===== src/seq_pkg.sv =====
// Constants and helpers for the output sequencer and status summary.
// Assumes a single 50 MHz device clock and unsigned-ms timing settings.
package seq_pkg;

  // ****************************************************************
  // Clock and tick timing
  // ****************************************************************
  localparam int CLK_PERIOD_NS = 20;
  localparam int TICK_PERIOD_MS = 1;
  localparam int MS_CYCLES = TICK_PERIOD_MS * 1000000 / CLK_PERIOD_NS;

  // ****************************************************************
  // Register port addresses
  // ****************************************************************
  localparam logic [3:0] ADDR_STAT_BYTE = 4'h0;
  localparam logic [3:0] ADDR_STAT_WORD = 4'h1;
  localparam logic [3:0] ADDR_OUT_VOLTAGE_FLAG_STAT = 4'h2;
  localparam logic [3:0] ADDR_MASK_WORD = 4'h3;
  localparam logic [3:0] ADDR_MASK_OUT_VOLTAGE_FLAG = 4'h4;
  localparam logic [3:0] ADDR_ON_DELAY = 4'h8;
  localparam logic [3:0] ADDR_RISE = 4'h9;
  localparam logic [3:0] ADDR_START_LIM = 4'ha;
  localparam logic [3:0] ADDR_START_ACT = 4'hb;
  localparam logic [3:0] ADDR_OFF_DELAY = 4'hc;
  localparam logic [3:0] ADDR_FALL = 4'hd;
  localparam logic [3:0] ADDR_SHUT_LIM = 4'he;

  // ****************************************************************
  // Reset values of settings
  // ****************************************************************
  localparam logic [15:0] ON_DELAY_RST = 16'h0000;
  localparam logic [15:0] RISE_RST = 16'h0000;
  localparam logic [15:0] START_LIM_RST = 16'h0000;
  localparam logic [7:0] START_ACT_RST = 8'h80;
  localparam logic [15:0] OFF_DELAY_RST = 16'h0000;
  localparam logic [15:0] FALL_RST = 16'h0000;
  localparam logic [15:0] SHUT_LIM_RST = 16'h0000;
  localparam logic [15:0] MASK_WORD_RST = 16'h0000;
  localparam logic [7:0] MASK_OUT_VOLTAGE_FLAG_RST = 8'h00;

  // ****************************************************************
  // Summary word bit positions
  // ****************************************************************
  localparam int W_BUSY = 7;
  localparam int W_OFF = 6;
  localparam int W_OUT_VOLTAGE_FLAG_OV = 5;
  localparam int W_IOUT_OC = 4;
  localparam int W_VIN_UV = 3;
  localparam int W_TEMP = 2;
  localparam int W_CML = 1;
  localparam int W_UNLISTED = 0;
  localparam int W_OUT_VOLTAGE_FLAG = 15;
  localparam int W_IOUT = 14;
  localparam int W_INPUT = 13;
  localparam int W_VENDOR = 12;
  localparam int W_PG_NEG = 11;
  localparam int W_UNKNOWN = 8;
  // Bits that follow live state rather than latching
  localparam logic [15:0] LIVE_BITS = 16'h0840;

  // Output-voltage status bit positions
  localparam int V_OV = 7;
  localparam int V_START_TO = 2;
  localparam int V_SHUT_TO = 1;

  // Start-up timeout action field: 00 keeps going, else shut down
  localparam int ACT_MSB = 7;
  localparam int ACT_LSB = 6;
  localparam logic PG_ACTIVE_LEVEL = 1'b1;

  typedef enum logic [2:0] {
    ST_OFF, ST_ON_DELAY, ST_RISE, ST_ON, ST_OFF_DELAY, ST_FALL,
    ST_DECAY, ST_FAULT
  } seq_state_t;

  // Sticky update: a set in the same cycle beats the clear
  function automatic logic [15:0] sticky_next(input logic [15:0] cur,
      input logic [15:0] set, input logic [15:0] clr);
    sticky_next = (cur & ~clr) | set;
  endfunction

endpackage


===== src/ms_tick_gen.sv =====
// Millisecond tick generator.
// Assumes mclk free-running; emits one-cycle pulse every CYCLES clocks.
`timescale 1ns/100ps
`default_nettype none
module ms_tick_gen #(
  parameter int CYCLES = seq_pkg::MS_CYCLES
) (
  input wire logic mclk,
  input wire logic rst_n,
  output logic tick_q
);
  import seq_pkg::*;

  logic [31:0] cnt_q;

  // ****************************************************************
  // Divider
  // ****************************************************************
  always_ff @(posedge mclk or negedge rst_n) begin
    if (!rst_n) begin
      cnt_q <= 32'h0000_0000;
      tick_q <= 1'b0;
    end else if (cnt_q >= 32'(CYCLES - 1)) begin
      cnt_q <= 32'h0000_0000;
      tick_q <= 1'b1;
    end else begin
      cnt_q <= cnt_q + 32'h0000_0001;
      tick_q <= 1'b0;
    end
  end

endmodule
`default_nettype wire


===== src/output_sequencer.sv =====
// Output turn-on/turn-off sequencer with status summary byte and word.
// Assumes pins on_pin, uv_ok_pin, out_voltage_flag_low_pin, pgood_pin are async;
// event inputs and the register port come from logic on mclk.
`timescale 1ns/100ps
`default_nettype none
module output_sequencer #(
  parameter int MS_CYCLES = seq_pkg::MS_CYCLES
) (
  input wire logic mclk,
  input wire logic rst_n,
  input wire logic on_pin,
  input wire logic uv_ok_pin,
  input wire logic out_voltage_flag_low_pin,
  input wire logic pgood_pin,
  input wire logic busy_evt,
  input wire logic out_voltage_flag_ov_evt,
  input wire logic iout_oc_evt,
  input wire logic vin_uv_evt,
  input wire logic temp_evt,
  input wire logic cml_evt,
  input wire logic vendor_evt,
  input wire logic unknown_evt,
  input wire logic wr_en,
  input wire logic [3:0] wr_addr,
  input wire logic [15:0] wr_data,
  input wire logic rd_en,
  input wire logic [3:0] rd_addr,
  output logic [15:0] rd_data_q,
  output logic rd_valid_q,
  output logic power_en_q,
  output logic soft_start_q,
  output logic soft_stop_q,
  output logic ramp_fast_q,
  output logic out_voltage_flag_zero_q,
  output logic alert_n_q,
  output logic startup_timeout_evt_q,
  output logic shutdown_timeout_evt_q
);
  import seq_pkg::*;

  // ****************************************************************
  // Declarations
  // ****************************************************************
  logic tick;
  logic [1:0] on_sync_q, uv_sync_q, low_sync_q, pg_sync_q;
  logic on_prev_q;
  logic start_cond, stop_cond;
  logic [15:0] on_delay_q, rise_q, start_lim_q, off_delay_q;
  logic [15:0] fall_q, shut_lim_q;
  logic [7:0] start_act_q;
  logic [15:0] mask_word_q;
  logic [7:0] mask_out_voltage_flag_q;
  logic [15:0] word_q;
  logic [7:0] out_voltage_flag_stat_q;
  seq_state_t state_q, state_d;
  logic [15:0] phase_ms_q;
  logic [15:0] attempt_ms_q;
  logic start_watch_q, shut_watch_q;
  logic start_to, shut_to;
  logic start_shutdown;
  logic [15:0] word_set, word_clr;
  logic [7:0] out_voltage_flag_set, out_voltage_flag_clr;
  logic [15:0] word_view;
  logic on_s, uv_ok_s, low_s, pg_s;

  // Time is up once past the setting; zero ends at once
  function automatic logic ms_done(input logic [15:0] ms,
      input logic [15:0] lim);
    ms_done = (lim == 16'h0000) || (ms > lim) || (ms == 16'hffff);
  endfunction

  ms_tick_gen #(
    .CYCLES(MS_CYCLES)
  ) u_tick (
    .mclk(mclk),
    .rst_n(rst_n),
    .tick_q(tick)
  );

  // ****************************************************************
  // Pin synchronisers
  // ****************************************************************
  always_ff @(posedge mclk or negedge rst_n) begin
    if (!rst_n) begin
      on_sync_q <= 2'b00;
      uv_sync_q <= 2'b00;
      low_sync_q <= 2'b00;
      pg_sync_q <= 2'b00;
      on_prev_q <= 1'b0;
    end else begin
      on_sync_q <= {on_sync_q[0], on_pin};
      uv_sync_q <= {uv_sync_q[0], uv_ok_pin};
      low_sync_q <= {low_sync_q[0], out_voltage_flag_low_pin};
      pg_sync_q <= {pg_sync_q[0], pgood_pin};
      on_prev_q <= on_sync_q[1];
    end
  end

  assign on_s = on_sync_q[1];
  assign uv_ok_s = uv_sync_q[1];
  assign low_s = low_sync_q[1];
  assign pg_s = pg_sync_q[1];
  assign start_cond = on_s && !on_prev_q;
  assign stop_cond = !on_s && on_prev_q;

  // ****************************************************************
  // Timing settings
  // ****************************************************************
  // Unsigned ms settings and the start-up timeout action byte
  always_ff @(posedge mclk or negedge rst_n) begin
    if (!rst_n) begin
      on_delay_q <= ON_DELAY_RST;
      rise_q <= RISE_RST;
      start_lim_q <= START_LIM_RST;
      start_act_q <= START_ACT_RST;
      off_delay_q <= OFF_DELAY_RST;
      fall_q <= FALL_RST;
      shut_lim_q <= SHUT_LIM_RST;
    end else if (wr_en) begin
      case (wr_addr)
        ADDR_ON_DELAY: on_delay_q <= wr_data;
        ADDR_RISE: rise_q <= wr_data;
        ADDR_START_LIM: start_lim_q <= wr_data;
        ADDR_START_ACT: start_act_q <= wr_data[7:0];
        ADDR_OFF_DELAY: off_delay_q <= wr_data;
        ADDR_FALL: fall_q <= wr_data;
        ADDR_SHUT_LIM: shut_lim_q <= wr_data;
        default: ;
      endcase
    end
  end

  always_ff @(posedge mclk or negedge rst_n) begin
    if (!rst_n) begin
      mask_word_q <= MASK_WORD_RST;
      mask_out_voltage_flag_q <= MASK_OUT_VOLTAGE_FLAG_RST;
    end else if (wr_en && wr_addr == ADDR_MASK_WORD) begin
      mask_word_q <= wr_data;
    end else if (wr_en && wr_addr == ADDR_MASK_OUT_VOLTAGE_FLAG) begin
      mask_out_voltage_flag_q <= wr_data[7:0];
    end
  end

  // ****************************************************************
  // Sequencing state machine
  // ****************************************************************
  assign start_shutdown = start_to &&
      (start_act_q[ACT_MSB:ACT_LSB] != 2'b00);

  always_comb begin
    state_d = state_q;
    case (state_q)
      ST_OFF: begin
        if (start_cond) begin
          state_d = ST_ON_DELAY;
        end
      end
      ST_ON_DELAY: begin
        if (stop_cond) begin
          state_d = ST_OFF;
        end else if (ms_done(phase_ms_q, on_delay_q)) begin
          state_d = ST_RISE;
        end
      end
      ST_RISE: begin
        if (start_shutdown) begin
          state_d = ST_FAULT;
        end else if (stop_cond) begin
          state_d = ST_OFF_DELAY;
        end else if (ms_done(phase_ms_q, rise_q)) begin
          state_d = ST_ON;
        end
      end
      ST_ON: begin
        if (start_shutdown) begin
          state_d = ST_FAULT;
        end else if (stop_cond) begin
          state_d = ST_OFF_DELAY;
        end
      end
      ST_OFF_DELAY: begin
        if (ms_done(phase_ms_q, off_delay_q)) begin
          state_d = ST_FALL;
        end
      end
      ST_FALL: begin
        if (ms_done(phase_ms_q, fall_q)) begin
          state_d = ST_DECAY;
        end
      end
      ST_DECAY: begin
        if (low_s) begin
          state_d = ST_OFF;
        end
      end
      ST_FAULT: begin
        if (stop_cond) begin
          state_d = ST_OFF;
        end
      end
      default: state_d = ST_OFF;
    endcase
  end

  always_ff @(posedge mclk or negedge rst_n) begin
    if (!rst_n) begin
      state_q <= ST_OFF;
    end else begin
      state_q <= state_d;
    end
  end

  always_ff @(posedge mclk or negedge rst_n) begin
    if (!rst_n) begin
      phase_ms_q <= 16'h0000;
    end else if (state_d != state_q) begin
      phase_ms_q <= 16'h0000;
    end else if (tick && phase_ms_q != 16'hffff) begin
      phase_ms_q <= phase_ms_q + 16'h0001;
    end
  end

  // ****************************************************************
  // Start-up and shutdown timeout watch
  // ****************************************************************
  // Start-up limit against undervoltage threshold
  assign start_to = start_watch_q && (start_lim_q != 16'h0000) &&
      ms_done(attempt_ms_q, start_lim_q) && !uv_ok_s;
  // Shutdown limit against 12.5 percent point
  assign shut_to = shut_watch_q && (shut_lim_q != 16'h0000) &&
      ms_done(attempt_ms_q, shut_lim_q) && !low_s;

  always_ff @(posedge mclk or negedge rst_n) begin
    if (!rst_n) begin
      start_watch_q <= 1'b0;
      shut_watch_q <= 1'b0;
      attempt_ms_q <= 16'h0000;
    end else if (state_q == ST_ON_DELAY && state_d == ST_RISE) begin
      start_watch_q <= 1'b1;
      shut_watch_q <= 1'b0;
      attempt_ms_q <= 16'h0000;
    end else if (state_q == ST_OFF_DELAY && state_d == ST_FALL) begin
      start_watch_q <= 1'b0;
      shut_watch_q <= 1'b1;
      attempt_ms_q <= 16'h0000;
    end else begin
      if (uv_ok_s || start_to || stop_cond) begin
        start_watch_q <= 1'b0;
      end
      if (low_s || shut_to) begin
        shut_watch_q <= 1'b0;
      end
      if (tick && attempt_ms_q != 16'hffff) begin
        attempt_ms_q <= attempt_ms_q + 16'h0001;
      end
    end
  end

  // ****************************************************************
  // Power stage controls
  // ****************************************************************
  // Powered only in energy-transfer states
  always_ff @(posedge mclk or negedge rst_n) begin
    if (!rst_n) begin
      power_en_q <= 1'b0;
      soft_start_q <= 1'b0;
      soft_stop_q <= 1'b0;
      ramp_fast_q <= 1'b0;
      out_voltage_flag_zero_q <= 1'b1;
    end else begin
      power_en_q <= state_d == ST_RISE || state_d == ST_ON ||
          state_d == ST_OFF_DELAY || state_d == ST_FALL;
      soft_start_q <= state_d == ST_RISE;
      soft_stop_q <= state_d == ST_FALL;
      // Fastest ramp when time is zero
      ramp_fast_q <= (state_d == ST_RISE && rise_q == 16'h0000) ||
          (state_d == ST_FALL && fall_q == 16'h0000);
      out_voltage_flag_zero_q <= !(state_d == ST_RISE || state_d == ST_ON ||
          state_d == ST_OFF_DELAY || state_d == ST_FALL);
    end
  end

  // ****************************************************************
  // Status summary storage
  // ****************************************************************
  always_comb begin
    word_set = 16'h0000;
    out_voltage_flag_set = 8'h00;
    word_set[W_BUSY] = busy_evt;
    word_set[W_OUT_VOLTAGE_FLAG_OV] = out_voltage_flag_ov_evt;
    word_set[W_IOUT_OC] = iout_oc_evt;
    word_set[W_VIN_UV] = vin_uv_evt;
    word_set[W_TEMP] = temp_evt;
    word_set[W_CML] = cml_evt;
    word_set[W_IOUT] = iout_oc_evt;
    word_set[W_INPUT] = vin_uv_evt;
    word_set[W_VENDOR] = vendor_evt;
    word_set[W_UNKNOWN] = unknown_evt;
    word_set[W_UNLISTED] = start_to || shut_to;
    word_set[W_OUT_VOLTAGE_FLAG] = start_to || shut_to || out_voltage_flag_ov_evt;
    out_voltage_flag_set[V_OV] = out_voltage_flag_ov_evt;
    out_voltage_flag_set[V_START_TO] = start_to;
    out_voltage_flag_set[V_SHUT_TO] = shut_to;
  end

  always_comb begin
    word_clr = 16'h0000;
    out_voltage_flag_clr = 8'h00;
    if (wr_en && wr_addr == ADDR_STAT_WORD) begin
      word_clr = wr_data;
    end else if (wr_en && wr_addr == ADDR_STAT_BYTE) begin
      word_clr = {8'h00, wr_data[7:0]};
    end else if (wr_en && wr_addr == ADDR_OUT_VOLTAGE_FLAG_STAT) begin
      out_voltage_flag_clr = wr_data[7:0];
    end
  end

  // One store serves byte and word
  always_ff @(posedge mclk or negedge rst_n) begin
    if (!rst_n) begin
      word_q <= 16'h0000;
      out_voltage_flag_stat_q <= 8'h00;
    end else begin
      word_q <= sticky_next(word_q, word_set, word_clr) & ~LIVE_BITS;
      out_voltage_flag_stat_q <= 8'(sticky_next({8'h00, out_voltage_flag_stat_q},
          {8'h00, out_voltage_flag_set}, {8'h00, out_voltage_flag_clr}));
    end
  end

  // Fans and other-status bits stay zero
  always_comb begin
    word_view = word_q;
    word_view[W_OFF] = !power_en_q;
    word_view[W_PG_NEG] = pg_s != PG_ACTIVE_LEVEL;
  end

  // ****************************************************************
  // Read port and alert line
  // ****************************************************************
  always_ff @(posedge mclk or negedge rst_n) begin
    if (!rst_n) begin
      rd_data_q <= 16'h0000;
      rd_valid_q <= 1'b0;
    end else begin
      rd_valid_q <= rd_en;
      if (rd_en) begin
        case (rd_addr)
          ADDR_STAT_BYTE: rd_data_q <= {8'h00, word_view[7:0]};
          ADDR_STAT_WORD: rd_data_q <= word_view;
          ADDR_OUT_VOLTAGE_FLAG_STAT: rd_data_q <= {8'h00, out_voltage_flag_stat_q};
          ADDR_MASK_WORD: rd_data_q <= mask_word_q;
          ADDR_MASK_OUT_VOLTAGE_FLAG: rd_data_q <= {8'h00, mask_out_voltage_flag_q};
          ADDR_ON_DELAY: rd_data_q <= on_delay_q;
          ADDR_RISE: rd_data_q <= rise_q;
          ADDR_START_LIM: rd_data_q <= start_lim_q;
          ADDR_START_ACT: rd_data_q <= {8'h00, start_act_q};
          ADDR_OFF_DELAY: rd_data_q <= off_delay_q;
          ADDR_FALL: rd_data_q <= fall_q;
          ADDR_SHUT_LIM: rd_data_q <= shut_lim_q;
          default: rd_data_q <= 16'h0000;
        endcase
      end
    end
  end

  // Masked bits still latch, never alert
  always_ff @(posedge mclk or negedge rst_n) begin
    if (!rst_n) begin
      alert_n_q <= 1'b1;
      startup_timeout_evt_q <= 1'b0;
      shutdown_timeout_evt_q <= 1'b0;
    end else begin
      alert_n_q <= !(|(word_q & ~mask_word_q) ||
          |(out_voltage_flag_stat_q & ~mask_out_voltage_flag_q));
      startup_timeout_evt_q <= start_to;
      shutdown_timeout_evt_q <= shut_to;
    end
  end

endmodule
`default_nettype wire


===== config.mk =====
export PLATFORM = sky130hd
export DESIGN_NAME = output_sequencer
export DESIGN_NICKNAME = d
export VERILOG_FILES = /design/src/seq_pkg.sv /design/src/ms_tick_gen.sv /design/src/output_sequencer.sv
export SDC_FILE = /design/constraint.sdc
export NUM_CORES = 1
export LEC_CHECK = 0
export BUFFER_PORTS_ARGS = -buffer_cell sky130_fd_sc_hd__buf_2
export CORE_MARGIN = 2
export CORE_UTILIZATION = 31
export CTS_CLUSTER_DIAMETER = 40
export DETAILED_ROUTE_END_ITERATION = 16
export GPL_TIMING_DRIVEN = 0
export MAX_ROUTING_LAYER = met4
export PLACE_DENSITY = 0.52
export REMOVE_ABC_BUFFERS = 1
export SYNTH_ARGS = -nofsm -noshare
export SYNTH_HDL_FRONTEND = slang
export SYNTH_SLANG_ARGS = --single-unit

===== constraint.sdc =====
create_clock -name mclk -period 3.2 [get_ports mclk]
set_input_delay 0.16 -clock mclk [delete_from_list [all_inputs] [get_ports mclk]]
set_output_delay 0.16 -clock mclk [all_outputs]
set_load 0.05 [all_outputs]

==> results.py, run 1 <==
metrics = {
    "critical_path": {
        "reg2reg_slack_ns": 0.14,
        "cp_num_buf_inv": 0,
        "arrival_ns": 3.48,
        "critPathLaunchType": "flip-flop",
        "cpPeakStageDelay_ns": 0.52,
        "end_kind": "flip-flop",
        "rr_startpoint": "phase_ms_q[14]",
        "required_ns": 3.61,
        "crit_type": "flip-flop to flip-flop",
        "crit_fanout": 16,
        "cp_top_family": "simple AND/OR/NAND/NOR gates",
        "crit_top_cell": "nor4_1",
        "cp_cell_sequence": "ha_1 > nand4_1 > or2_2 > o311a_1 > nor4_1 > o21a_4 > nor4_1",
        "cpMaxStageDelayCell": "nor4_1",
        "startpoint": "phase_ms_q[14]",
        "worstRegToRegCells": 7,
        "worstReg2RegEnd": "phase_ms_q[13]",
    },
    "global_routing": {
        "grt_overflow": 0,
        "antenna_found_initial": 0,
        "grt_max_degree": 105,
        "grt_util_met2": 0.303,
        "grt_pass1_vias": 11000,
        "grt_pass1_wl_um": 67700,
        "top_usage_layer": "met2",
        "met1_usage": 0.269,
        "use_met3": 0.0370,
        "grt_use_total": 0.199,
    },
    "pwr": {
        "switching_share": 0.346,
        "p_sw_mw": 3.96,
        "internal-power_mw": 7.46,
        "power_density_mw_per_mm2": 692,
        "peakVddDrop_mv": 0.367,
        "p_comb_frac": 0.212,
        "clockPowerShare": 0.393,
        "p_leak_nw": 7.44,
        "sequentialPowerShare": 0.395,
    },
    "logic_synthesis": {
        "synth_area_leader_cell": "dfrtp_1",
        "synthCells": 1370,
        "synthArstFlopShare": 1.00,
        "synth_top_flop_cell": "dfrtp_1",
        "synth.yosys.seq_area_share": 0.464,
        "synth-edff-count": 0,
        "synth_top_area_share": 0.459,
        "syn_area_mm2": 0.0137,
        "ys_seq_elements": 254,
        "avgSynthCellArea_um2": 9.99,
        "yosysWarnings": 0,
        "synth_cell_type_count": 81,
        "synthTopCellsByArea": "dfrtp_1 (46%), ha_1 (9.0%), mux2_2 (5.1%)",
    },
    "sta": {
        "fin_skew_ns": 0.0316,
        "fmax_mhz": 326,
        "finalCriticalPeriod_ns": 3.06,
        "max_slew.worst_pin.slew_ns": 1.40,
        "finalSetupViolations": 0,
        "rsz0062_at_grt": "no",
        "drv_slew": 0,
        "hold_violations": 0,
        "slew_headroom": 0.0659,
        "post-route-period-util": 0.957,
    },
    "outcome": {
        "outcome": "completed",
    },
    "worst_hold_path": {
        "hp-start": "wr_data[2]",
        "hold_path_depth": 3,
        "hold_end": "shut_lim_q[2]",
        "hp-class": "input port to flip-flop",
    },
    "clock_tree": {
        "cts.path.max_buffers": 3,
        "cts_sinks": 254,
        "clk_pin_slew_ns": 0.06,
        "htree_levels": 2,
        "cts_buffers": 40,
        "clk_latency_ns": 0.56,
        "cts_tree": "done",
        "cts_root_buf": "clkbuf_16",
    },
    "final_layout": {
        "syn2layout_area_growth_pct": 20.6,
        "fillers": 4450,
        "finish.utilization": 0.376,
        "fin_nets": 1615,
        "drive_above_1_share": 0.167,
        "antennaDiodeCount": 0,
        "fin_cells": 2100,
    },
    "floorplan": {
        "fp.dieH_um": 214,
        "start_util": 0.312,
        "pin_count": 65,
        "die_width_um": 214,
        "die_area_mm2": 0.0459,
        "rows": 77,
        "core_mm2": 0.0439,
    },
    "detailed_routing": {
        "wl_per_cell_um": 21.2,
        "drt_first_pass_iters": 5,
        "vias": 11100,
        "drtIter0Drc": 989,
        "routed_wl_um": 44600,
        "avgViaCountPerCell": 5.27,
        "drtAntennaViolNets": 0,
        "drc": 0,
    },
    "placement": {
        "io_buffer_count": 64,
        "gp_congestion": 0.889,
        "placedCellCount": 1999,
        "hpwl_um": 33000,
    },
    "flow_run": {
        "maxCapViolations": 0,
    },
}
-- worst reg2reg max path: stages, from the launching register on --
cell     delay (ns)
dfrtp_1        0.51
ha_1           0.37
nand4_1        0.24
or2_2          0.39
o311a_1        0.41
nor4_1         0.52
o21a_4         0.39
nor4_1         0.11
-- cell families (layout without fill, tap and decap cells) --
kind of cell | after synthesis | count (layout) | synth area share
other | 1 | 16 | 0.000274
flip-flops | 254 | 254 | 0.464
buffers and inverters | 194 | 317 | 0.0552
XOR/XNOR | 44 | 44 | 0.0281
multiplexers | 67 | 67 | 0.0546
adder cells (fa/ha/maj) | 100 | 100 | 0.0912
AND/OR/NAND/NOR | 403 | 403 | 0.154
AO/OA/AOI/OAI | 307 | 307 | 0.152
-- cell usage after synthesis (3+ instances only) --
cell      count
nand3_1      32
nor2_1       74
nand2b_1      8
o21a_1        7
xnor2_1      22
or3_1         5
nor4_2        9
a31oi_1       4
nor2b_1       9
o21ai_0      92
and3_1        9
nor3_1       12
inv_1       142
a21oi_1      43
or4_1         3
buf_2         3
nor4_1       39
nand4_1      36
a211oi_1     11
nor4b_1       4
a221oi_1     13
ha_1         99
and2_1        7
nand2_1     133
and4_1       11
o211ai_1      5
xor2_1       22
mux2_2       62
a21o_1       25
o22ai_1      12
a22oi_1      45
dfrtp_1     251
mux2i_1       5
clkbuf_1     44
dfstp_2       3
a22o_1       14
-- per-layer routing --
layer  share of wire  wire, um  vias to the layer above
li1                -         -                     5129
met1            0.45     20000                     5454
met2            0.45     19900                      399
met3           0.074      3280                       94
met4           0.030      1340                        0
met5               0         0                        -
-- placed cells by master, fill, tap and decap left out, types with 6 or more instances in the layout --
master           n
dfrtp_1        251
nor4_1          38
and4_1          11
ha_1            99
inv_6            6
xor2_1          22
a21o_1          25
nand2b_1         8
buf_2           63
nand3_1         32
a21oi_1         43
a221oi_1        13
conb_1          16
nor3_1           8
nor2_2           6
a22oi_1         45
o21a_1           7
clkbuf_16       40
nor2_1          68
a22o_1          14
xnor2_1         22
o22ai_1         12
nand4_1         36
a211oi_1        10
dlygate4sd3_1   25
nand2_1        133
o21ai_0         92
clkinv_8         6
inv_1          142
mux2_2          62
buf_8            6
and2_1           7
nor2b_1          8
nor4_2          10
and3_1           9
clkinvlp_4       7
-- how the worst max path moves through the flow --
stage	slack (ns)	depth (start not counted)	end
2_1_floorplan	0.52	8	phase_ms_q[12]
3_3_place_gp	-2.80	1	u_tick.cnt_q[24]
3_5_place_dp	-0.41	9	phase_ms_q[9]
4_1_cts	0.01	7	attempt_ms_q[15]
5_1_grt	0.008	7	phase_ms_q[9]
6_report	0.14	7	phase_ms_q[13]
-- sequential cells by signal, summed over array words and instances, names as in the netlist, 14 cells and up --
name,flops
rd_data_q,16
phase_ms_q,16
u_tick.cnt_q,32
attempt_ms_q,16
mask_word_q,16
fall_q,16
shut_lim_q,16
rise_q,16
word_q,14
start_lim_q,16
off_delay_q,16
on_delay_q,16
-- power by group through the flow --
stage | Clock [mW] | Sequential, mW | Combinational, mW
6_report | 4.49 | 4.51 | 2.42
5_1_grt | 4.72 | 4.56 | 2.75
4_1_cts | 4.59 | 4.49 | 2.43
3_5_place_dp | 0 | 4.54 | 2.37
3_3_place_gp | 0 | 4.53 | 2.28
2_1_floorplan | 0 | 4.36 | 1.55
-- timing repair --
| item | CTS | global route |
|---|---|---|
| endpoints found under the setup margin | 18 | 22 |
| hold buffers | 25 | 0 |
| cloned | 0 | 0 |
| endpoints found under the hold margin | 127 | 0 |
| buffers inserted | 2 | 0 |
| gates resized for setup | 2 | 4 |
| pin swaps | 2 | 0 |
-- through the flow --
step	instance area [um2]	power [mW]	hold WS (ns)	setup slack (ns)	setup TNS [ns]
2_1_floorplan	13500	5.91	-0.136	0.520	0
3_3_place_gp	14600	6.81	0.269	-2.80	-702.20
3_5_place_dp	14800	6.91	0.169	-0.414	-5.89
4_1_cts	16500	11.5	0.00146	0.0136	0
5_1_grt	16500	12.0	0.0293	0.00832	0
6_report	16500	11.4	0.0197	0.136	0
-- cell type report --
type                       instances  area [um2]  share of cell area
multi-input combinational        937        6700               0.406
sequential                       254        6360               0.385
clock buffer                      45        1020              0.0618
timing repair buffer             101         785              0.0475
tap                              592         741              0.0449
inverter                         142         533              0.0323
clock inverter                    29         377              0.0228
Note: power is estimated with default switching activity, not from simulation.
==> inputs of run 2 (changes only) <==
clock period = 2.9 ns   (was 3.2 ns; I/O delays follow)
==> results.py, run 2 (same netlist as run 1, synthesis figures left out) <==
metrics = {
    "detailed_routing": {
        "routed_wl_um": 44800,
        "vias": 11100,
        "drtAntennaViolNets": 0,
        "wl_per_cell_um": 21.3,
        "drc": 0,
        "drtIter0Drc": 970,
        "avgViaCountPerCell": 5.28,
        "drt_first_pass_iters": 8,
    },
    "sta": {
        "hold-worst-slack_ns": 0.00705,
        "finalCriticalPeriod_ns": 2.80,
        "hold_violations": 0,
        "rsz0062_at_grt": "yes",
        "slew_headroom": 0.0292,
        "drv_slew": 0,
        "max_slew.worst_pin.slew_ns": 1.45,
        "finalSetupViolations": 0,
        "post-route-period-util": 0.965,
        "fmax_mhz": 357,
        "fin_skew_ns": 0.0262,
    },
    "pwr": {
        "power_density_mw_per_mm2": 760,
        "p_leak_nw": 7.47,
        "report.power.total_mw": 12.7,
        "peakVddDrop_mv": 0.409,
    },
    "final_layout": {
        "multi_input_area_mm2": 0.00682,
        "final_cell_area_mm2": 0.0167,
        "syn2layout_area_growth_pct": 22.1,
        "antennaDiodeCount": 0,
        "layout_commonest_cell": "dfrtp_1",
        "fillers": 4431,
        "finish.utilization": 0.380,
        "regArea_mm2": 0.00638,
        "fin_cells": 2108,
        "largest_reg_flops": 32,
        "regMostFlops": "u_tick.cnt_q",
        "fin_nets": 1623,
        "drive_above_1_share": 0.189,
        "layout_common_cells": "dfrtp_1 (236), inv_1 (142), nand2_1 (133)",
    },
    "floorplan": {
        "fp.dieH_um": 214,
        "pin_count": 65,
        "die_width_um": 214,
        "start_util": 0.312,
        "core_mm2": 0.0439,
        "die_area_mm2": 0.0459,
        "rows": 77,
    },
    "placement": {
        "hpwl_um": 33000,
        "io_buffer_count": 64,
        "placed_area_mm2": 0.0148,
        "gp_congestion": 0.889,
        "placedCellCount": 1999,
    },
    "clock_tree": {
        "clk_latency_ns": 0.56,
        "clk_pin_slew_ns": 0.06,
        "cts_buffers": 40,
        "htree_levels": 2,
        "cts.path.max_buffers": 3,
        "cts_sinks": 254,
        "cts_root_buf": "clkbuf_16",
        "cts_tree": "done",
    },
    "critical_path": {
        "rr_startpoint": "phase_ms_q[1]",
        "crit_type": "flip-flop to flip-flop",
        "crit_fanout": 16,
        "required_ns": 3.34,
        "arrival_ns": 3.24,
        "end_kind": "flip-flop",
        "critPathLaunchType": "flip-flop",
        "startpoint": "phase_ms_q[1]",
    },
    "worst_hold_path": {
        "hp-class": "input port to flip-flop",
        "hp-start": "wr_data[2]",
    },
    "global_routing": {
        "antenna_found_initial": 0,
        "grt_pass1_vias": 11000,
        "grt_max_degree": 105,
        "grt_overflow": 0,
        "grt_pass1_wl_um": 67800,
        "grt_use_total": 0.199,
    },
    "outcome": {
        "outcome": "completed",
    },
    "flow_run": {
        "maxCapViolations": 0,
    },
}
-- run 2: changes by cell type in the layout (fill, tap and decap cells not counted), moves of 2 or more --
cell,delta
buf_4,+3
nor4_2,+2
nor4_1,-3
dfrtp_2,+15
nor4b_1,-3
dlygate4sd3_1,+4
nor4b_2,+3
dfrtp_1,-15
-- run 2: worst paths after layout --
path	end	slack, ns	cells after the start
hold reg to reg	uv_sync_q[1]	0.35	0
hold / removal	shut_lim_q[2]	0.007	3
min in group asynchronous	mask_word_q[4]	0.15	2
setup / recovery	phase_ms_q[12]	0.10	9
max in group asynchronous	u_tick.cnt_q[27]	1.77	3
setup reg to reg	phase_ms_q[12]	0.10	9
-- run 2: where the power goes --
part,switching (mW),internal (mW),leakage [nW]
clock network,1.96,2.99,0.653
registers,0.826,4.16,3.10
logic,1.64,1.11,3.71
-- run 2: repair_timing --
action,CTS,global route
pin swaps,4,6
gates resized for setup,12,29
endpoints found under the setup margin,39,40
gates cloned,0,1
hold buffers,29,0
setup buffers,3,2
hold endpoints to repair,138,0
-- run 2: stage by stage --
stage / TNS [ns] / setup slack [ns]
final: 0 / 0.102
after global routing: -0.246 / -0.0521
after CTS: 0 / 0.0112
after detailed placement: -15.77 / -0.714
after global placement: -787.78 / -3.08
after floorplan: 0 / 0.220
-- run 2: worst max-delay path: stages, from the launching register on --
cell       delay (ns)
dfrtp_2          0.48
ha_1             0.32
nor2b_1          0.13
o211ai_1         0.21
a2111oi_2        0.12
o41a_4           0.51
o211ai_4         0.28
a32oi_4          0.17
buf_12           0.19
nor4_1           0.28
-- run 2: cell type report --
type	instances	area share
Multi-Input combinational cell	938	0.408
Sequential cell	254	0.382
Clock buffer	45	0.0610
Timing Repair Buffer	108	0.0507
Tap cell	592	0.0443
Inverter	142	0.0319
Clock inverter	29	0.0225
-- run 2: metal layers --
metal | wire length (um) | GRT usage
met1 | 20000 | 0.270
met3 | 3290 | 0.0356
met5 | 0 | -
met2 | 20200 | 0.304
met4 | 1340 | 0.0606
